===== config.mk =====
export PLATFORM = sky130hd
export DESIGN_NAME = kds_top
export DESIGN_NICKNAME = d
export VERILOG_FILES = /design/src/kds_pkg.sv /design/src/kds_timing_if.sv /design/src/kds_top.sv /design/src/kds_sync.sv /design/src/kds_timing.sv
export SDC_FILE = /design/constraint.sdc
export NUM_CORES = 1
export LEC_CHECK = 0
export BUFFER_PORTS_ARGS = -buffer_cell sky130_fd_sc_hd__buf_2
export CORE_ASPECT_RATIO = 1.4
export CORE_UTILIZATION = 35
export CTS_CLUSTER_SIZE = 28
export DETAILED_ROUTE_END_ITERATION = 8
export PLACE_DENSITY = 0.5
export SLEW_MARGIN = 0
export SYNTH_ARGS = -nofsm -noshare
export SYNTH_HDL_FRONTEND = slang
export SYNTH_HIERARCHICAL = 1
export SYNTH_SLANG_ARGS = --single-unit

===== constraint.sdc =====
create_clock -name clock -period 9.05 [get_ports clock]
set_input_delay 0.4525 -clock clock [delete_from_list [all_inputs] [get_ports clock]]
set_output_delay 0.4525 -clock clock [all_outputs]
set_load 0.05 [all_outputs]

===== src/kds_pkg.sv =====
// Shared constants and types for the keyboard/display scanner
package kds_pkg;
    localparam int DATA_W = 8;
    localparam int SCAN_W = 4;
    localparam int NIB_W = 4;
    localparam int PRE_W = 5;
    localparam int TICK_W = 5;
    localparam int FIFO_DEPTH = 8;
    localparam int DISP_DEPTH = 16;
    // Timing: internal tick 10 us at the nominal 100 kHz
    localparam int TICK_US = 10;
    localparam int SCAN_PERIOD_US = 5100;
    localparam int DEBOUNCE_US = 10300;
    localparam int DIGIT_TICKS = 32;
    localparam int KEY_ROWS = 8;
    localparam int DEBOUNCE_VISITS = DEBOUNCE_US / (TICK_US * DIGIT_TICKS * KEY_ROWS);
    localparam logic [2:0] VISITS_LAST = 3'(DEBOUNCE_VISITS - 1);
    localparam logic [TICK_W-1:0] TICK_LAST = TICK_W'(DIGIT_TICKS - 1);
    localparam logic [TICK_W-1:0] BLANK_TICKS = 5'h02;
    localparam logic [SCAN_W-1:0] SCAN_LAST = 4'hf;
    localparam logic [PRE_W-1:0] PRESCALE_RESET = 5'h1f;
    localparam logic [PRE_W-1:0] PRESCALE_MIN = 5'h02;
    // Command word layout
    localparam int CMD_MSB = 7;
    localparam int CMD_LSB = 5;
    localparam int AI_BIT = 4;
    localparam logic [2:0] CMD_MODE = 3'h0;
    localparam logic [2:0] CMD_CLOCK = 3'h1;
    localparam logic [2:0] CMD_RD_FIFO = 3'h2;
    localparam logic [2:0] CMD_RD_DISP = 3'h3;
    localparam logic [2:0] CMD_WR_DISP = 3'h4;
    localparam logic [2:0] CMD_INHIBIT = 3'h5;
    localparam logic [2:0] CMD_CLEAR = 3'h6;
    localparam logic [2:0] CMD_END_INT = 3'h7;
    localparam int IW_A_BIT = 3;
    localparam int IW_B_BIT = 2;
    localparam int BL_A_BIT = 1;
    localparam int BL_B_BIT = 0;
    localparam int CLR_D_EN_BIT = 4;
    localparam int CLR_F_BIT = 1;
    localparam int CLR_A_BIT = 0;
    localparam logic [1:0] CODE_SPACE_SEL = 2'h2;
    localparam logic [1:0] CODE_ONES_SEL = 2'h3;
    localparam logic [7:0] CODE_ZERO = 8'h00;
    localparam logic [7:0] CODE_SPACE = 8'h20;
    localparam logic [7:0] CODE_ONES = 8'hff;
    // Mode fields: DD in [4:3], KKK in [2:0]
    localparam int DD_RIGHT_BIT = 4;
    localparam int DD_LONG_BIT = 3;
    localparam int KM_DEC_BIT = 0;
    localparam logic [1:0] KM_SENSOR = 2'h2;
    localparam logic [1:0] KM_STROBE = 2'h3;
    localparam logic [4:0] DISP_LEN_DEC = 5'h04;
    localparam logic [4:0] DISP_LEN_SHORT = 5'h08;
    localparam logic [4:0] DISP_LEN_LONG = 5'h10;
    localparam logic [3:0] HOST_IDLE = 4'he;
    localparam logic [9:0] PIN_IDLE = 10'h3ff;
    typedef enum logic [1:0] {
        DEB_IDLE = 2'b00,
        DEB_WAIT = 2'b01,
        DEB_HELD = 2'b10
    } kds_deb_t;
endpackage : kds_pkg


===== src/kds_timing_if.sv =====
// Timing chain signals between the scanner core and its divider
`timescale 1ns/1ps
interface kds_timing_if;
    logic [4:0] prescale;
    logic restart;
    logic [3:0] scan_cnt;
    logic digit_start;
    logic scan_wrap;
    logic blank_win;
    modport timer (input prescale, input restart, output scan_cnt, output digit_start, output scan_wrap,
        output blank_win);
    modport user (output prescale, output restart, input scan_cnt, input digit_start, input scan_wrap,
        input blank_win);
endinterface : kds_timing_if


===== src/kds_top.sv =====
// Keyboard/display scanner: host port, key scan, FIFO/sensor RAM, display refresh
// Notes on behaviour
// - Bus drivers only on selected reads.
// - Command/data select picks command/status or data.
// - Command taken at write strobe end, then applied.
// - Clock divided by programmable prescaler 2 to 31.
// - Counters give 5.1 ms scan; debounce 10.3 ms encoded, 5.1 ms decoded.
// - Encoded scan drives binary count.
// - Decoded scan one-of-four, display four characters.
// - Closure debounced then queued with modifiers.
// - Entry holds 6-bit position plus modifiers.
// - Sensor rows copied each key scan time until a change, again after end interrupt or clear.
// - Strobe rising edge queues return lines.
// - Queue tracks count, full, empty, errors.
// - Overrun flagged beyond eight unread entries.
// - Status read with select high.
// - Keyboard interrupt while data, drops per read.
// - Sensor change raises interrupt.
// - Display RAM read/write with auto-increment.
// - Digit nibbles follow scan, blank independently.
// - Blank output between digits and on command.
// - Shift level stored with key closure.
// - Reset returns device to reset state.
// - Left or right entry, nibble inhibit.
// - Prescaler resets to 31, clear keeps it.
// - Queue read advances pointer only when not empty.
`timescale 1ns/1ps
module kds_top (
    input wire logic clock,
    input wire logic rst_b,
    input wire logic cs_b,
    input wire logic rd_b,
    input wire logic wr_b,
    input wire logic cmd_data_sel,
    input wire logic [kds_pkg::DATA_W-1:0] host_data_bus_in,
    output logic [kds_pkg::DATA_W-1:0] host_data_bus_out,
    output logic host_data_bus_oe,
    output logic interrupt,
    input wire logic [kds_pkg::DATA_W-1:0] return_lines,
    input wire logic shift_in,
    input wire logic modifier_strobe_input,
    output logic [kds_pkg::SCAN_W-1:0] scan_lines,
    output logic [kds_pkg::NIB_W-1:0] digit_upper_nibble_out,
    output logic [kds_pkg::NIB_W-1:0] digit_lower_nibble_out,
    output logic blank_display_n
);
    import kds_pkg::*;

    function automatic logic [7:0] code_of(input logic [1:0] sel);
        code_of = (sel == CODE_ONES_SEL) ? CODE_ONES : (sel == CODE_SPACE_SEL) ? CODE_SPACE : CODE_ZERO;
    endfunction : code_of

    function automatic logic [2:0] low_col(input logic [7:0] r);
        low_col = 3'h0;
        for (int i = DATA_W - 1; i >= 0; i--)
            if (!r[i])
                low_col = 3'(i);
    endfunction : low_col

    logic [3:0] host_s;
    logic [7:0] data_s;
    logic [9:0] pin_s;
    kds_timing_if tif();

    kds_sync #(.W(4), .RESET_VAL(HOST_IDLE)) u_host_sync (.clock(clock), .rst_b(rst_b),
        .async_in({cs_b, rd_b, wr_b, cmd_data_sel}), .sync_out(host_s));
    kds_sync #(.W(DATA_W), .RESET_VAL(CODE_ZERO)) u_data_sync (.clock(clock), .rst_b(rst_b),
        .async_in(host_data_bus_in), .sync_out(data_s));
    kds_sync #(.W(10), .RESET_VAL(PIN_IDLE)) u_pin_sync (.clock(clock), .rst_b(rst_b),
        .async_in({modifier_strobe_input, shift_in, return_lines}), .sync_out(pin_s));
    kds_timing u_timing (.clock(clock), .rst_b(rst_b), .tif(tif));

    logic rd_act_ff;
    logic wr_act_ff;
    logic rd_cd_ff;
    logic wr_cd_ff;
    logic strobe_ff;
    logic restart_ff;
    logic [7:0] wr_data_ff;
    logic [4:0] prescale_ff;
    logic [1:0] dd_ff;
    logic [2:0] kmode_ff;
    logic rd_src_disp_ff;
    logic sens_ai_ff;
    logic [2:0] sens_row_ff;
    logic disp_ai_ff;
    logic [3:0] disp_addr_ff;
    logic iw_a_ff;
    logic iw_b_ff;
    logic bl_a_ff;
    logic bl_b_ff;
    logic [7:0] blank_code_ff;
    logic clearing_ff;
    logic [7:0] mem_ff [0:FIFO_DEPTH-1];
    logic [2:0] wp_ff;
    logic [2:0] rp_ff;
    logic [3:0] fcnt_ff;
    logic overrun_ff;
    logic underrun_ff;
    logic sens_inh_ff;
    kds_deb_t deb_ff;
    logic [2:0] key_row_ff;
    logic [2:0] key_col_ff;
    logic [2:0] visits_ff;
    logic [7:0] disp_ff [0:DISP_DEPTH-1];

    // Host strobe decode on synchronised levels
    wire cd_s = host_s[0];
    wire rd_act = !host_s[3] && !host_s[2];
    wire wr_act = !host_s[3] && !host_s[1];
    wire rd_start = rd_act && !rd_act_ff;
    wire rd_end = rd_act_ff && !rd_act;
    wire wr_end = wr_act_ff && !wr_act;
    wire cmd_wr = wr_end && wr_cd_ff;
    wire data_wr = wr_end && !wr_cd_ff;
    wire data_rd_end = rd_end && !rd_cd_ff;
    wire [2:0] cmd_op = wr_data_ff[CMD_MSB:CMD_LSB];
    wire cmd_clear = cmd_wr && (cmd_op == CMD_CLEAR);
    wire clr_all = cmd_clear && wr_data_ff[CLR_A_BIT];
    wire clr_fifo = cmd_clear && (wr_data_ff[CLR_F_BIT] || wr_data_ff[CLR_A_BIT]);
    wire clr_disp = cmd_clear && (wr_data_ff[CLR_D_EN_BIT] || wr_data_ff[CLR_A_BIT]);
    wire end_int = cmd_wr && (cmd_op == CMD_END_INT);
    wire [7:0] clr_code = code_of(wr_data_ff[CLR_D_EN_BIT] ? wr_data_ff[3:2] : 2'h0);

    // Mode decode
    wire decoded = kmode_ff[KM_DEC_BIT];
    wire sens_mode = (kmode_ff[2:1] == KM_SENSOR);
    wire strb_mode = (kmode_ff[2:1] == KM_STROBE);
    wire kb_mode = !kmode_ff[2];
    wire fifo_mode = !sens_mode;
    wire right_entry = dd_ff[1];
    wire [4:0] disp_len = decoded ? DISP_LEN_DEC : dd_ff[0] ? DISP_LEN_LONG : DISP_LEN_SHORT;
    wire [3:0] right_pos = 4'(disp_len - 5'h01);

    // Scan side; returns seen at digit start still show the last row
    wire [7:0] ret_s = pin_s[7:0];
    wire shift_s = pin_s[8];
    wire strobe_s = pin_s[9];
    wire [2:0] row = decoded ? {1'b0, tif.scan_cnt[1:0] - 2'h1} : tif.scan_cnt[2:0] - 3'h1;
    wire any_closed = ~&ret_s;
    wire key_still = !ret_s[key_col_ff];
    wire at_key_row = tif.digit_start && (row == key_row_ff);
    wire key_push = kb_mode && (deb_ff == DEB_WAIT) && at_key_row && key_still && (visits_ff == VISITS_LAST);
    wire stb_push = strb_mode && strobe_s && !strobe_ff;
    wire push = key_push || stb_push;
    wire [7:0] push_data = stb_push ? ret_s : {strobe_s, shift_s, key_row_ff, key_col_ff};

    // Queue bookkeeping
    wire fifo_empty = (fcnt_ff == 4'h0);
    wire fifo_full = (fcnt_ff == 4'(FIFO_DEPTH));
    wire pop_req = data_rd_end && !rd_src_disp_ff && fifo_mode;
    wire do_pop = pop_req && !fifo_empty;
    wire do_push = push && !fifo_full;
    wire [3:0] nxt_fcnt = clr_fifo ? 4'h0 : (do_push && !do_pop) ? fcnt_ff + 4'h1 :
        (do_pop && !do_push) ? fcnt_ff - 4'h1 : fcnt_ff;
    wire fifo_rd_busy = rd_act && !cd_s && !rd_src_disp_ff;

    // Sensor RAM
    wire sens_wr = sens_mode && tif.digit_start && !sens_inh_ff;
    wire sens_chg = sens_wr && (mem_ff[row] != ret_s);
    wire nxt_sens_inh = sens_chg || (sens_inh_ff && !(end_int || clr_fifo));

    wire [7:0] status = {clearing_ff, sens_inh_ff, overrun_ff, underrun_ff, fifo_full, fcnt_ff[2:0]};
    wire [7:0] rd_word = cd_s ? status : rd_src_disp_ff ? disp_ff[disp_addr_ff] :
        sens_mode ? mem_ff[sens_row_ff] : mem_ff[rp_ff];
    wire disp_wr = data_wr && !clearing_ff;
    wire disp_inc = disp_ai_ff && ((disp_wr && !right_entry) || (data_rd_end && rd_src_disp_ff));
    wire [3:0] pos = decoded ? {2'h0, tif.scan_cnt[1:0]} : tif.scan_cnt;

    assign tif.prescale = prescale_ff;
    assign tif.restart = restart_ff;

    always_ff @(posedge clock or negedge rst_b)
    begin
        if (!rst_b)
        begin
            rd_act_ff <= 1'b0;
            wr_act_ff <= 1'b0;
            rd_cd_ff <= 1'b0;
            wr_cd_ff <= 1'b0;
            strobe_ff <= 1'b1;
            wr_data_ff <= '0;
            restart_ff <= 1'b0;
        end
        else
        begin
            rd_act_ff <= rd_act;
            wr_act_ff <= wr_act;
            strobe_ff <= strobe_s;
            if (rd_start)
                rd_cd_ff <= cd_s;
            if (wr_act)
            begin
                wr_cd_ff <= cd_s;
                wr_data_ff <= data_s;
            end
            restart_ff <= clr_all;
        end
    end

    // Command decode; clear leaves the prescaler alone
    always_ff @(posedge clock or negedge rst_b)
    begin
        if (!rst_b)
        begin
            prescale_ff <= PRESCALE_RESET;
            dd_ff <= '0;
            kmode_ff <= '0;
            rd_src_disp_ff <= 1'b0;
            sens_ai_ff <= 1'b0;
            disp_ai_ff <= 1'b0;
            disp_addr_ff <= '0;
            {iw_a_ff, iw_b_ff, bl_a_ff, bl_b_ff} <= '0;
            blank_code_ff <= CODE_ZERO;
        end
        else
        begin
            if (cmd_wr && (cmd_op == CMD_MODE))
                {dd_ff, kmode_ff} <= wr_data_ff[DD_RIGHT_BIT:0];
            if (cmd_wr && (cmd_op == CMD_CLOCK))
                prescale_ff <= wr_data_ff[PRE_W-1:0];
            if (cmd_wr && (cmd_op == CMD_RD_FIFO))
            begin
                rd_src_disp_ff <= 1'b0;
                sens_ai_ff <= wr_data_ff[AI_BIT];
            end
            if (cmd_wr && ((cmd_op == CMD_RD_DISP) || (cmd_op == CMD_WR_DISP)))
            begin
                disp_ai_ff <= wr_data_ff[AI_BIT];
                disp_addr_ff <= wr_data_ff[3:0];
            end
            else if (disp_inc)
                disp_addr_ff <= disp_addr_ff + 4'h1;
            if (cmd_wr && (cmd_op == CMD_RD_DISP))
                rd_src_disp_ff <= 1'b1;
            if (cmd_wr && (cmd_op == CMD_INHIBIT))
                {iw_a_ff, iw_b_ff, bl_a_ff, bl_b_ff} <= wr_data_ff[IW_A_BIT:BL_B_BIT];
            if (cmd_clear)
                blank_code_ff <= code_of(wr_data_ff[3:2]);
        end
    end

    // Key debounce
    always_ff @(posedge clock or negedge rst_b)
    begin
        if (!rst_b)
        begin
            deb_ff <= DEB_IDLE;
            key_row_ff <= '0;
            key_col_ff <= '0;
            visits_ff <= '0;
        end
        else if (!kb_mode || restart_ff)
            deb_ff <= DEB_IDLE;
        else if (tif.digit_start)
        begin
            case (deb_ff)
                DEB_IDLE:
                    if (any_closed)
                    begin
                        deb_ff <= DEB_WAIT;
                        key_row_ff <= row;
                        key_col_ff <= low_col(ret_s);
                        visits_ff <= '0;
                    end
                DEB_WAIT:
                    if (row == key_row_ff)
                    begin
                        if (!key_still)
                            deb_ff <= DEB_IDLE;
                        else if (visits_ff == VISITS_LAST)
                            deb_ff <= DEB_HELD;
                        else
                            visits_ff <= visits_ff + 3'h1;
                    end
                DEB_HELD:
                    if ((row == key_row_ff) && !key_still)
                        deb_ff <= DEB_IDLE;
                default:
                    deb_ff <= DEB_IDLE;
            endcase
        end
    end

    // Queue, sensor RAM and status flags; a flag set wins over its clear
    always_ff @(posedge clock or negedge rst_b)
    begin
        if (!rst_b)
        begin
            mem_ff <= '{default: '0};
            wp_ff <= '0;
            rp_ff <= '0;
            fcnt_ff <= '0;
            overrun_ff <= 1'b0;
            underrun_ff <= 1'b0;
            sens_inh_ff <= 1'b0;
            sens_row_ff <= '0;
            interrupt <= 1'b0;
        end
        else
        begin
            if (sens_wr)
                mem_ff[row] <= ret_s;
            else if (do_push)
                mem_ff[wp_ff] <= push_data;
            wp_ff <= clr_fifo ? 3'h0 : do_push ? wp_ff + 3'h1 : wp_ff;
            rp_ff <= clr_fifo ? 3'h0 : do_pop ? rp_ff + 3'h1 : rp_ff;
            fcnt_ff <= nxt_fcnt;
            overrun_ff <= (push && fifo_full) || (overrun_ff && !clr_fifo);
            underrun_ff <= (pop_req && fifo_empty) || (underrun_ff && !clr_fifo);
            sens_inh_ff <= nxt_sens_inh;
            if (cmd_wr && (cmd_op == CMD_RD_FIFO))
                sens_row_ff <= wr_data_ff[2:0];
            else if (clr_fifo)
                sens_row_ff <= 3'h0;
            else if (data_rd_end && !rd_src_disp_ff && sens_mode && sens_ai_ff)
                sens_row_ff <= sens_row_ff + 3'h1;
            interrupt <= sens_mode ? nxt_sens_inh : ((nxt_fcnt != 4'h0) && !fifo_rd_busy);
        end
    end

    // Display RAM
    always_ff @(posedge clock or negedge rst_b)
    begin
        if (!rst_b)
        begin
            disp_ff <= '{default: '0};
            clearing_ff <= 1'b0;
        end
        else
        begin
            clearing_ff <= clr_disp || (clearing_ff && !tif.scan_wrap);
            if (clr_disp)
                disp_ff <= '{default: clr_code};
            else if (disp_wr && right_entry)
            begin
                for (int i = 0; i < DISP_DEPTH - 1; i++)
                begin
                    if (5'(i + 1) < disp_len)
                    begin
                        if (!iw_a_ff)
                            disp_ff[i][7:4] <= disp_ff[i + 1][7:4];
                        if (!iw_b_ff)
                            disp_ff[i][3:0] <= disp_ff[i + 1][3:0];
                    end
                end
                if (!iw_a_ff)
                    disp_ff[right_pos][7:4] <= wr_data_ff[7:4];
                if (!iw_b_ff)
                    disp_ff[right_pos][3:0] <= wr_data_ff[3:0];
            end
            else if (disp_wr)
            begin
                if (!iw_a_ff)
                    disp_ff[disp_addr_ff][7:4] <= wr_data_ff[7:4];
                if (!iw_b_ff)
                    disp_ff[disp_addr_ff][3:0] <= wr_data_ff[3:0];
            end
        end
    end

    // Pin outputs
    always_ff @(posedge clock or negedge rst_b)
    begin
        if (!rst_b)
        begin
            host_data_bus_out <= '0;
            host_data_bus_oe <= 1'b0;
            scan_lines <= '0;
            digit_upper_nibble_out <= '0;
            digit_lower_nibble_out <= '0;
            blank_display_n <= 1'b0;
        end
        else
        begin
            host_data_bus_oe <= rd_act;
            if (rd_start)
                host_data_bus_out <= rd_word;
            scan_lines <= decoded ? 4'(4'h1 << tif.scan_cnt[1:0]) : tif.scan_cnt;
            digit_upper_nibble_out <= bl_a_ff ? blank_code_ff[7:4] : disp_ff[pos][7:4];
            digit_lower_nibble_out <= bl_b_ff ? blank_code_ff[3:0] : disp_ff[pos][3:0];
            blank_display_n <= !(tif.blank_win || (bl_a_ff && bl_b_ff));
        end
    end
endmodule : kds_top


===== src/kds_sync.sv =====
// Three-stage pin synchroniser with agreement filter
`timescale 1ns/1ps
module kds_sync #(
    parameter int W = 1,
    parameter logic [W-1:0] RESET_VAL = '0
) (
    input wire logic clock,
    input wire logic rst_b,
    input wire logic [W-1:0] async_in,
    output logic [W-1:0] sync_out
);
    logic [W-1:0] s1_ff;
    logic [W-1:0] s2_ff;
    logic [W-1:0] s3_ff;
    wire [W-1:0] agree = ~(s2_ff ^ s3_ff);

    always_ff @(posedge clock or negedge rst_b)
    begin
        if (!rst_b)
        begin
            s1_ff <= RESET_VAL;
            s2_ff <= RESET_VAL;
            s3_ff <= RESET_VAL;
            sync_out <= RESET_VAL;
        end
        else
        begin
            s1_ff <= async_in;
            s2_ff <= s1_ff;
            s3_ff <= s2_ff;
            sync_out <= (s3_ff & agree) | (sync_out & ~agree);
        end
    end
endmodule : kds_sync


===== src/kds_timing.sv =====
// Prescaler and scan counter chain
`timescale 1ns/1ps
module kds_timing (
    input wire logic clock,
    input wire logic rst_b,
    kds_timing_if.timer tif
);
    import kds_pkg::*;

    logic [PRE_W-1:0] pre_ff;
    logic [TICK_W-1:0] tick_ff;
    logic [SCAN_W-1:0] cnt_ff;
    logic start_ff;
    logic wrap_ff;
    // Illegal divisors below the minimum run at the minimum
    wire [PRE_W-1:0] div_last = (tif.prescale < PRESCALE_MIN) ? PRESCALE_MIN - 5'h01 : tif.prescale - 5'h01;
    wire tick_en = (pre_ff == div_last);
    wire digit_end = tick_en && (tick_ff == TICK_LAST);

    assign tif.scan_cnt = cnt_ff;
    assign tif.digit_start = start_ff;
    assign tif.scan_wrap = wrap_ff;
    assign tif.blank_win = (tick_ff < BLANK_TICKS);

    always_ff @(posedge clock or negedge rst_b)
    begin
        if (!rst_b)
        begin
            pre_ff <= '0;
            tick_ff <= '0;
            cnt_ff <= '0;
            start_ff <= 1'b0;
            wrap_ff <= 1'b0;
        end
        else if (tif.restart)
        begin
            pre_ff <= '0;
            tick_ff <= '0;
            cnt_ff <= '0;
            start_ff <= 1'b0;
            wrap_ff <= 1'b0;
        end
        else
        begin
            pre_ff <= tick_en ? '0 : pre_ff + 5'h01;
            if (tick_en)
                tick_ff <= digit_end ? '0 : tick_ff + 5'h01;
            if (digit_end)
                cnt_ff <= cnt_ff + 4'h1;
            start_ff <= digit_end;
            wrap_ff <= digit_end && (cnt_ff == SCAN_LAST);
        end
    end
endmodule : kds_timing


# --- Word level (Yosys, flattened, before mapping) ---
# Index checks and enable logic that the tools add are counted.
totals:
  elab_cells: 481
  in_bits: 24
  regBits: 389
  output_inout_bits: 23
classes:
  n_shift: 1
  order_cmp: 29
  n_mux: 186
  n_eq_ne: 30
  add_sub_neg: 14
  n_reduce_logical: 116
  n_bitwise: 27
op_table:
  columns: ["op", "n"]
  rows:
  - ["128-bit two-way mux", 12]
  - ["8-bit two-way mux", 65]
  - ["128-bit bitwise mux", 4]
  - ["4-bit two-way mux", 43]
  - ["64-bit bitwise mux", 2]
  - ["8-bit demux with 4-bit select", 4]
  - ["64-bit two-way mux", 2]
  - ["8-bit binary-select mux with 3-bit select", 3]
  - ["8-bit binary-select mux with 4-bit select", 2]
  - ["3-bit two-way mux", 20]
  - ["1-bit logical AND", 59]
  - ["8-bit demux with 3-bit select", 2]
  - ["4-bit by 5-bit < comparator with 1-bit output, first input constant", 8]
  - ["5-bit two-way mux", 8]
  - ["1-bit zero test", 26]
  - ["10-bit AND", 2]
  - ["3-bit by 5-bit < comparator with 1-bit output, first input constant", 4]
  - ["10-bit inverter", 2]
  - ["2-bit nonzero test", 9]
  - ["8-bit AND", 2]
  - ["4-bit greater-or-equal comparator, second input constant", 4]
  - ["2-bit two-way mux", 8]
  - ["3-bit inverter with 4-bit output", 4]
  - ["8-bit inverter", 2]
  - ["other kinds (55)", 106]

# --- Longest topological paths before layout ---
# Gate-level depths: netlist of run 1.
depth:
  ltp_word: 17
  ltp_mapped: 16
  ltp_nobuf: 10

# --- Hierarchy ---
# The synthesis of run 1 kept the hierarchy.
by_module_without_submodules:
  columns: ["module", "seq_area_each_um2", "n_inst", "area_each_um2", "cells_each"]
  rows:
  - ["kds_top", 6989.2, 1, 18141.1, 1896]
  - ["kds_sync (u_pin_sync)", 1051.0, 1, 1163.6, 50]
  - ["kds_timing", 400.4, 1, 984.7, 98]
  - ["kds_sync (u_data_sync)", 800.8, 1, 890.9, 40]
  - ["kds_sync (u_host_sync)", 415.4, 1, 460.4, 20]

# --- Worst setup path before layout of run 1 ---
# OpenSTA, ideal clock, no wires.
synth_timing:
  kind: "register to register"
  start: "register u_timing.cnt_ff[1], in the netlist u_timing/tif.scan_cnt[1]"
  end: "register mem_ff[7] (netlist name)"
  arrival_time_ns: 3.815
  path_buffers: 6
  required_ns: 8.924
  stages_incl_launch_ff: 17
  synth_period_minus_slack_ns: 3.941
  setup_ns: 0.126
  slack_ns: 5.109
  path_cell_list: "dfrtp_1 > clkbuf_1 > clkbuf_1 > clkbuf_1 > inv_1 > ha_1 > buf_2 > xor2_1 > o311a_1 > nand4_2 > nand2_1 > nand2_2 > or3_1 > buf_2 > nor2b_1 > buf_2 > a221o_1"
synth_via:
  elab_chain_len: 10
  elab_cells_between_ends: 19
  cone_classes: "2 x add/sub; 2 x order compare; 1 x eq/ne; 5 x mux; 1 x bitwise; 8 x reduce/logical"
synth_rtl:
  columns: ["item", "line", "rtl"]
  rows:
  - ["start, declared", "kds_timing.sv:12", "logic [SCAN_W-1:0] cnt_ff;"]
  - ["start signal, assigned", "kds_timing.sv:49", "cnt_ff <= cnt_ff + 4'h1;"]
  - ["3-bit by 1-bit subtractor with 3-bit output / 2-bit by 1-bit subtractor with 2-bit output (equally long branches)", "kds_top.sv:139", "wire [2:0] row = decoded ? {1'b0, tif.scan_cnt[1:0] - 2'h1} : tif.scan_cnt[2:0] - 3'h1;"]
  - ["3-bit two-way mux (*)", "kds_top.sv:139", null]
  - ["parallel branches: the longest is 8 deep, another holds 4-bit greater-or-equal comparator", null, null]
  - ["end signal, assigned by index", "kds_top.sv:303", "mem_ff[row] <= ret_s;"]
  - ["end signal, assigned by index", "kds_top.sv:305", "mem_ff[wp_ff] <= push_data;"]
  - ["end, declared", "kds_top.sv:94", "logic [7:0] mem_ff [0:FIFO_DEPTH-1];"]
# Mark *: on every way between the ends.
# A chain may end at the register's enable or synchronous reset.

# --- Final worst setup path of run 1 ---
layout_timing:
  start: "register u_timing.cnt_ff[1], in the netlist u_timing/tif.scan_cnt[1]"
  end: "register mem_ff[34] (netlist name)"
# Same word-level chain as after synthesis.

==> impl_metrics.json, run 1 <==
{
  "start_kind": "flip-flop",
  "p_per_area_nw_per_um2": 302,
  "cpMostUsedCell": "buf_4",
  "slew_viol_final": 0,
  "grt_setup_unrepaired": "no",
  "p_int_uw": 4280,
  "io_pins": 47,
  "final_cells": 2940,
  "yosys_warnings": 6,
  "place_inst": 2841,
  "avgViaCountPerCell": 5.94,
  "die-area_um2": 62800,
  "status": "complete, no violations",
  "yosysTopAreaCell": "dfrtp_1",
  "cts.sinks": 383,
  "power_uw": 7300,
  "cts.clk_slew.worst_paths_ns": 0.06,
  "post-route-period-util_pct": 46.2,
  "cts_root_buffer": "clkbuf_16",
  "drive_above_1_share_pct": 20.3,
  "fp-row-count": 107,
  "cts.path.max_buffers": 3,
  "ctsResizeCount": 0,
  "synth_commonest_cells": "325 x dfrtp_1, 228 x nor2_1, 217 x a21oi_1",
  "seqCellArea_um2": 9660,
  "path_class": "flip-flop to flip-flop",
  "power_frac_clock_pct": 24.3,
  "power_frac_comb_pct": 39.3,
  "worstMarginPinSlew_ns": 1.31,
  "leakage_uw": 0.00938,
  "grt_util_all_layers_pct": 23.7,
  "vias": 17453,
  "required_ns": 9.54,
  "num_antenna_cells": 0,
  "arrival_ns": 4.67,
  "initial_core_util_pct": 35.4,
  "max_stage_delay_ns": 0.88,
  "synth_cell_types": 83,
  "grt_max_degree": 99,
  "path_max_fanout": 38,
  "synth-seq-cells": 383,
  "power.switching_uw": 3020,
  "critPathSlowestCell": "a21oi_1",
  "post-route-drc-count": 0,
  "die_w_um": 212,
  "overflow": 0,
  "rrSetupSlack_ns": 4.87,
  "setup_viol": 0,
  "fin_ws_ns": 4.87,
  "worstPathCellList": "buf_4 > inv_1 > ha_1 > buf_4 > xor2_1 > o311a_1 > nand4_2 > a21oi_1 > nor2_1 > o21ai_0",
  "synth_area_per_cell_um2": 10.3,
  "synth_top_area_share_pct": 37.6,
  "synth_nets": 2149,
  "die_h_um": 296,
  "yosys.cell_count.top_type": "dfrtp_1",
  "detail_route.wl_per_cell_um": 25.1,
  "routed_wl_um": 73800,
  "seq_area_frac_synth_pct": 44.6,
  "seq_power_share_pct": 36.4,
  "async_flop_share_pct": 100,
  "clk_latency_ns": 0.59,
  "fin_crit_ns": 4.18,
  "core_um2": 61000,
  "htreeDepth": 2,
  "fin_skew_ns": 0.0238,
  "antenna_found_initial": 0,
  "maxCapViolCount": 0,
  "synth_area_leaders": "dfrtp_1 38%, mux4_2 12%, dfstp_2 7.0%",
  "multi_input_area_um2": 11200,
  "drt_iter0_markers": 1601,
  "max_freq_ghz": 0.239,
  "syn_to_final_growth_pct": 11.8,
  "gp_congestion": 0.951,
  "crit_path_end_kind": "flip-flop",
  "tns_ns": 0,
  "synthFlopType": "dfrtp_1",
  "grt_pass1_wl_um": 111000,
  "grt_pass1_vias": 17422,
  "mappedNetlistArea_um2": 21600,
  "p_sw_share_pct": 41.4,
  "cts_tree": "done",
  "cts_buffers": 41,
  "place_ws_ns": 4.93,
  "io_buffers": 46,
  "min_path_type": "flip-flop to flip-flop",
  "max_slew_margin_pct": 9.88,
  "peakVddDrop_v": 0.000172,
  "synth-edff-count": 0,
  "first_pass_iters": 5,
  "hold_violations": 0,
  "hpwl_um": 51300,
  "synthCells": 2104,
  "fill_cells": 6005,
  "ant_nets": 0,
  "nets": 2135
}
==> cells by family (layout without fill, tap and decap cells) <==
logic type | count (synthesis) | count (layout) | synth area share [%]
xor gates and xnor gates | 30 | 30 | 1.25
buffers and inverters | 192 | 211 | 3.58
muxes | 217 | 217 | 17.0
AOI/OAI and AO/OA | 610 | 610 | 17.7
adders and majority gates | 44 | 44 | 2.41
DFF | 383 | 383 | 44.6
and+or+nand+nor | 628 | 628 | 13.4
==> worst max-delay path: cells and delay by family, from the launching register on <==
kind	cells	cell delay, ns
AO/OA/AOI/OAI	3	1.43
buffers and inverters	3	1.01
adder cells (fa/ha/maj)	1	0.33
flip-flops	1	0.32
XOR/XNOR	1	0.18
AND/OR/NAND/NOR	2	0.76
==> flip-flops by register name (all words and copies together) (netlist names), 8 cells and up, named ones only <==
register and cells:
disp_ff 128, host_data_bus_out 8, mem_ff 64, u_data_sync/s1_ff 8, u_data_sync/s2_ff 8, u_data_sync/s3_ff 8
u_pin_sync/s1_ff 10, u_pin_sync/s2_ff 10, u_pin_sync/s3_ff 10, wr_data_ff 8
==> stage by stage <==
step / hold WS, ns / utilization, % / cell area [µm²]
global placement: 0.333 / 37.0 / 22600
CTS: 0.344 / 39.6 / 24200
detailed placement: 0.336 / 37.0 / 22600
finish: 0.345 / 39.6 / 24200
floorplan: 0.157 / - / 21600
global route: 0.352 / 39.6 / 24200
==> cell type report <==
type	instances	share of cell area (%)
Inverter	23	0.357
Clock buffer	54	4.77
Tap cell	817	4.23
Clock inverter	22	1.00
Timing Repair Buffer	112	3.28
Sequential cell	383	39.9
Multi-Input combinational cell	1529	46.4
==> metal layers <==
layer | vias to the layer above | global-route usage, % | share of wire [%]
li1 | 7779 | - | -
met1 | 8875 | 27.5 | 38
met2 | 617 | 41.9 | 51
met3 | 182 | 3.44 | 5.1
met4 | 0 | 12.6 | 5.5
met5 | - | 0 | 0
==> cells in the final DEF, fill, tap and decap left out, drive strengths merged, types with 16 or more instances in the layout <==
cell type,netlist,final
dfstp,58,58
mux4,116,116
ha,21,21
nand2b,26,26
nor3,23,23
clkbuf,115,54
buf,54,89
inv,23,26
mux2,40,40
dfrtp,325,325
a211oi,19,19
nor4,21,21
nor2b,21,21
o21ai,164,164
a221oi,73,73
and2,16,16
nand3,45,45
mux2i,61,61
nand2,194,194
dlygate4sd3,0,23
o22a,34,34
maj3,23,23
a21oi,218,218
nor2,229,229
==> final timing paths <==
path,start,endpoint,cells past startpoint
max reg2reg,u_timing/tif.scan_cnt[1]$_DFFE_PN0P_,mem_ff[34]$_DFFE_PN0P_,10
min,u_data_sync/s1_ff[1]$_DFF_PN0_,u_data_sync/s2_ff[1]$_DFF_PN0_,0
min in group asynchronous,rst_b,mem_ff[9]$_DFFE_PN0P_,2
min reg2reg,u_data_sync/s1_ff[1]$_DFF_PN0_,u_data_sync/s2_ff[1]$_DFF_PN0_,0
max,u_timing/tif.scan_cnt[1]$_DFFE_PN0P_,mem_ff[34]$_DFFE_PN0P_,10
max in group asynchronous,rst_b,scan_lines[2]$_DFF_PN0_,4
==> timing repair <==
action / CTS / global route
hold endpoints to repair: 88 / 0
buffers inserted: 0 / 0
hold buffers: 23 / 0
==> power by group through the flow <==
| stage | Clock [µW] | Combinational, µW | Sequential (µW) |
|---|---|---|---|
| final | 1770 | 2870 | 2660 |
| after global routing | 1880 | 3090 | 2710 |
| after CTS | 1820 | 2870 | 2650 |
| after detailed placement | 0 | 2850 | 2680 |
| after global placement | 0 | 2800 | 2660 |
| after floorplan | 0 | 1980 | 2560 |
Note: power is estimated with default switching activity, not from simulation.
==> run 2, diff against run 1 <==
==> constraint.sdc (replaced) <==
create_clock -name clock -period 4.25 [get_ports clock]
set_input_delay 0.2125 -clock clock [delete_from_list [all_inputs] [get_ports clock]]
set_output_delay 0.2125 -clock clock [all_outputs]
set_load 0.05 [all_outputs]
==> run 2 against run 1 <==
  * Sequential share of layout area down 0.50 points
  * Clock skew is 0.018 ns higher
  * Hold slack got worse by 0.092 ns
  * Largest power group unchanged
  * Cell count up 1.3%
  * Fmax is 26% higher
  * Die area is the same
  * Cell area increased by 1.3%
  * Utilization rose by 0.50 points
  * Critical path type unchanged
  * Flip-flop and latch count unchanged
  * Via count rose by 1.1%
  * Largest cell class unchanged
  * Combinational power up 110%
==> impl_metrics.json, run 2 (synthesis results as in run 1) <==
{
  "status": "complete, no violations",
  "overflow": 0,
  "first_pass_iters": 5,
  "drt_iter0_markers": 1620,
  "peakVddDrop_v": 0.000279,
  "top_regs": "disp_ff (128), mem_ff (64)",
  "vias": 17652,
  "fp-row-count": 107,
  "reg2reg_depth": 10,
  "final_area_um2": 24500,
  "largest_register_ffs": 128,
  "path_class": "flip-flop to flip-flop",
  "hold_violations": 0,
  "io_pins": 47,
  "place_inst": 2875,
  "grt_max_degree": 90,
  "worstPathCellList": "inv_2 > ha_1 > xnor2_2 > nor2_2 > mux4_2 > xor2_1 > or4_4 > a2111oi_2 > a32oi_1 > o2bb2ai_1",
  "leakage_uw": 0.00955,
  "num_antenna_cells": 0,
  "io_buffers": 46,
  "avgViaCountPerCell": 5.93,
  "cts_buffers": 43,
  "critPathSlowestCell": "xnor2_2",
  "syn_to_final_growth_pct": 13.2,
  "ant_nets": 0,
  "post-route-drc-count": 0,
  "reg2reg_from": "u_timing/tif.scan_cnt[0]$_DFFE_PN0P_",
  "worstMarginPinSlew_ns": 1.08,
  "maxCapViolCount": 0,
  "antenna_found_initial": 0,
  "fin_skew_ns": 0.0419,
  "cts_tree": "done",
  "routed_wl_um": 75200,
  "cts_root_buffer": "clkbuf_16",
  "final_cell_mix": "323 x dfrtp_1, 228 x nor2_1, 217 x a21oi_1",
  "fin_crit_ns": 3.32,
  "p_per_area_nw_per_um2": 642,
  "cts.sinks": 383,
  "cp-startpoint": "u_timing/tif.scan_cnt[0]$_DFFE_PN0P_",
  "arrival_ns": 3.76,
  "die_w_um": 212,
  "cts.clk_slew.worst_paths_ns": 0.07,
  "nets": 2171,
  "place_ws_ns": 0.986,
  "grt_setup_unrepaired": "no",
  "grt_pass1_wl_um": 113000,
  "regMostFlops": "disp_ff",
  "post-route-period-util_pct": 78.0,
  "path_max_fanout": 9,
  "min_path_type": "input pin to asynchronous set/reset pin",
  "gp_congestion": 0.928,
  "die_h_um": 296,
  "core_um2": 61000,
  "final_common_cell": "dfrtp_1",
  "grt_util_all_layers_pct": 24.1,
  "initial_core_util_pct": 35.4,
  "tns_ns": 0,
  "drive_above_1_share_pct": 21.2,
  "max_stage_delay_ns": 0.54,
  "required_ns": 4.69,
  "setup_viol": 0,
  "start_kind": "flip-flop",
  "placed_area_um2": 22900,
  "max_freq_ghz": 0.302,
  "hpwl_um": 52700,
  "htreeDepth": 2,
  "holdWs_ns": 0.252,
  "fin_ws_ns": 0.934,
  "max_slew_margin_pct": 27.3,
  "grt_pass1_vias": 17724,
  "cts.path.max_buffers": 3,
  "clk_latency_ns": 0.60,
  "crit_path_end_kind": "flip-flop",
  "detail_route.wl_per_cell_um": 25.3,
  "slew_viol_final": 0,
  "die-area_um2": 62800,
  "cts_setup_buffers": 0,
  "final_cells": 2978
}
## run 2: changes by cell type in the layout (fill, tap and decap cells not counted), moves of 2 or more
cell       previous run  this run
clkbuf_16            41        43
clkbuf_1              5        14
buf_12                0         5
clkinv_2             11         5
clkinv_4              0         3
clkbuf_8              8         3
bufinv_16             4         2
buf_4                43        72
## run 2: layout make-up
cell class / instances / area [µm²]
repair buffers: 146 / 1110
flip-flops and latches: 383 / 9660
fillers: 6013 / 36600
clock inverters: 20 / 225
multi-input cells: 1529 / 11200
clock buffers: 60 / 1170
well taps: 817 / 1020
inverters: 23 / 86.3
## run 2: what timing repair did
action	in CTS	in global routing
hold endpoints to repair	88	0
setup endpoints to repair	0	0
hold buffers	23	0
gates resized for setup	0	0
## run 2: path summary, 6_finish.rpt
kind | end | slack, ns
setup / recovery | interrupt$_DFF_PN0_ | 0.93
hold / removal | mem_ff[43]$_DFFE_PN0P_ | 0.25
setup reg to reg | interrupt$_DFF_PN0_ | 0.93
hold reg to reg | u_data_sync/s2_ff[2]$_DFF_PN0_ | 0.35
max in group asynchronous | disp_ff[40]$_DFFE_PN0P_ | 2.93
min in group clock | u_data_sync/s1_ff[2]$_DFF_PN0_ | 0.25
## run 2: stage by stage
stage | utilization [%] | total power, µW
2_1_floorplan | - | 9680
3_3_place_gp | 37.5 | 11800
3_5_place_dp | 37.5 | 11900
4_1_cts | 40.1 | 15800
5_1_grt | 40.1 | 16500
6_report | 40.1 | 15700
## run 2: layer usage
| metal | vias up | global-route usage (%) | wire length [µm] |
|---|---|---|---|
| met3 | 190 | 3.24 | 3940 |
| met4 | 0 | 12.7 | 4030 |
| met1 | 8922 | 28.4 | 28900 |
| met5 | - | 0 | 0 |
| li1 | 7858 | - | - |
| met2 | 682 | 42.6 | 38400 |
## run 2: where the power goes
| part | leakage (µW) | switching (µW) | internal (µW) |
|---|---|---|---|
| Combinational | 0.00405 | 3640 | 2490 |
| Clock | 0.000667 | 1670 | 2080 |
| Sequential | 0.00483 | 1310 | 4530 |
| Total | 0.00955 | 6610 | 9110 |
## run 2: worst max-delay path, delay by kind of cell, from the launching register on
family | cells | cell delay, ns
flip-flops | 1 | 0.41
AO/OA/AOI/OAI | 3 | 0.72
buffers and inverters | 1 | 0.04
multiplexers | 1 | 0.35
AND/OR/NAND/NOR | 2 | 0.74
adder cells (fa/ha/maj) | 1 | 0.21
XOR/XNOR | 2 | 0.71
==> run 3, diff against run 2 <==
==> constraint.sdc (replaced) <==
create_clock -name clock -period 3.35 [get_ports clock]
set_input_delay 0.1675 -clock clock [delete_from_list [all_inputs] [get_ports clock]]
set_output_delay 0.1675 -clock clock [all_outputs]
set_load 0.05 [all_outputs]
==> run 3 against run 2 <==
  * Clock-buffer cell count decreased by 5
  * Routed wire length decreased by 2.2%
  * Sequential share of layout area is 0.69 points lower
  * Flip-flop and latch count stayed put
  * Clock power is 29% higher
  * Sequential power rose by 24%
  * Cell area is 1.8% higher
  * Global-route usage shrank 0.45 points
  * Non-clock buffer count rose by 50
  * Die area is the same
  * First-iteration DRC count fell by 16%
  * Critical path type unchanged
==> impl_metrics.json, run 3 (synthesis results as in run 1) <==
{
  "status": "complete, no violations",
  "cts.clk_slew.worst_paths_ns": 0.07,
  "overflow": 0,
  "gp_congestion": 0.960,
  "fin_crit_ns": 3.08,
  "routed_wl_um": 73600,
  "path_max_fanout": 8,
  "grt_util_all_layers_pct": 23.7,
  "fin_ws_ns": 0.269,
  "ant_nets": 0,
  "p_sw_share_pct": 41.2,
  "die-area_um2": 62800,
  "seq_power_share_pct": 35.8,
  "arrival_ns": 3.53,
  "vias": 17729,
  "top_regs": "disp_ff (128), mem_ff (64)",
  "final_common_cell": "dfrtp_1",
  "largest_register_ffs": 128,
  "cts.path.max_buffers": 3,
  "p_int_uw": 11800,
  "required_ns": 3.80,
  "grt_pass1_wl_um": 112000,
  "cts_tree": "done",
  "crit_family": "simple AND/OR/NAND/NOR gates",
  "cts.sinks": 383,
  "cts_root_buffer": "clkbuf_16",
  "path_class": "flip-flop to flip-flop",
  "power_frac_clock_pct": 24.0,
  "cts_setup_buffers": 0,
  "final_core_util_pct": 40.8,
  "setup_viol": 0,
  "regMostFlops": "disp_ff",
  "max_slew_margin_pct": 23.0,
  "io_pins": 47,
  "hold_violations": 0,
  "htreeDepth": 2,
  "detail_route.wl_per_cell_um": 24.3,
  "drt_iter0_markers": 1357,
  "cts_buffers": 41,
  "antenna_found_initial": 0,
  "critPathSlowestCell": "or4_4",
  "io_buffers": 46,
  "power.switching_uw": 8320,
  "grt_setup_unrepaired": "no",
  "grt_max_degree": 78,
  "avgViaCountPerCell": 5.86,
  "maxCapViolCount": 0,
  "power_frac_comb_pct": 40.2,
  "fp-row-count": 107,
  "p_per_area_nw_per_um2": 809,
  "post-route-period-util_pct": 92.0,
  "initial_core_util_pct": 35.4,
  "leakage_uw": 0.00984,
  "crit_path_end_kind": "flip-flop",
  "slew_viol_final": 0,
  "critPathBufInv": 1,
  "final_cell_mix": "323 x dfrtp_1, 228 x nor2_1, 217 x a21oi_1",
  "hpwl_um": 52400,
  "die_h_um": 296,
  "fin_skew_ns": 0.0242,
  "first_pass_iters": 5,
  "min_path_type": "input pin to asynchronous set/reset pin",
  "tns_ns": 0,
  "peakVddDrop_v": 0.000327,
  "start_kind": "flip-flop",
  "place_ws_ns": 0.282,
  "syn_to_final_growth_pct": 15.2,
  "grt_pass1_vias": 17636,
  "power_uw": 20200,
  "drive_above_1_share_pct": 23.3,
  "max_freq_ghz": 0.325,
  "core_um2": 61000,
  "num_antenna_cells": 0,
  "fill_cells": 5990,
  "worstMarginPinSlew_ns": 1.15,
  "max_stage_delay_ns": 0.51,
  "clk_latency_ns": 0.59,
  "die_w_um": 212,
  "nets": 2219,
  "worstPathCellList": "inv_2 > ha_1 > xnor2_2 > nor2_2 > mux4_1 > xor2_1 > or4_4 > a2111oi_2 > a32oi_1 > o2bb2ai_1",
  "post-route-drc-count": 0
}
[run 3: changes by cell type in the layout (fill, tap and decap cells not counted), moves of 4 or more]
cell,delta
buf_4,+46
clkbuf_1,-9
clkbuf_8,+5
buf_12,+4
clkinv_2,+4
[run 3: area by class of cell]
class / count / area, µm² / area share (%)
clock inverters: 21 / 221 / 0.888
flip-flops and latches: 383 / 9660 / 38.8
multi-input cells: 1529 / 11200 / 45.0
well taps: 817 / 1020 / 4.10
inverters: 23 / 86.3 / 0.346
repair buffers: 196 / 1540 / 6.16
clock buffers: 55 / 1180 / 4.73
[run 3: timing repair]
| action | 4_1_cts | 5_1_grt |
|---|---|---|
| endpoints found under the hold margin | 93 | 0 |
| resized for setup | 0 | 0 |
| endpoints found under the setup margin | 0 | 0 |
| hold buffers | 23 | 0 |
[run 3: power by group through the flow]
stage / combinational, µW / clock (µW) / sequential [µW]
5_1_grt: 8680 / 5120 / 7380
4_1_cts: 8060 / 4950 / 7210
6_report: 8100 / 4840 / 7230
3_5_place_dp: 8010 / 0 / 7280
3_3_place_gp: 7910 / 0 / 7240
2_1_floorplan: 5360 / 0 / 6930
[run 3: final timing paths]
path / start / endpoint / slack [ns] / cells after the start
worst min register to register: u_data_sync/s1_ff[7]$_DFF_PN0_ / u_data_sync/s2_ff[7]$_DFF_PN0_ / 0.35 / 0
worst min-delay path: rst_b / key_col_ff[0]$_DFFE_PN0P_ / 0.18 / 2
worst max-delay path: u_timing/tif.scan_cnt[0]$_DFFE_PN0P_ / interrupt$_DFF_PN0_ / 0.27 / 10
min in group clock: return_lines[6] / u_pin_sync/s1_ff[6]$_DFF_PN1_ / 0.22 / 2
max in group asynchronous: rst_b / disp_ff[8]$_DFFE_PN0P_ / 2.17 / 3
worst max register to register: u_timing/tif.scan_cnt[0]$_DFFE_PN0P_ / interrupt$_DFF_PN0_ / 0.27 / 10
[run 3: through the flow]
step | cell area [µm²] | hold slack (ns) | cells
floorplan | 21700 | -0.128 | 2104
global placement | 23300 | 0.225 | 2925
detailed placement | 23300 | 0.232 | 2925
CTS | 24900 | 0.193 | 3024
global route | 24900 | 0.210 | 3024
finish | 24900 | 0.179 | 3024
[run 3: routing by layer]
| layer | part of all wire [%] | global-route usage (%) |
|---|---|---|
| met5 | 0 | 0 |
| met4 | 6.5 | 14.1 |
| met3 | 4.3 | 2.86 |
| met2 | 50 | 40.7 |
| met1 | 39 | 28.4 |
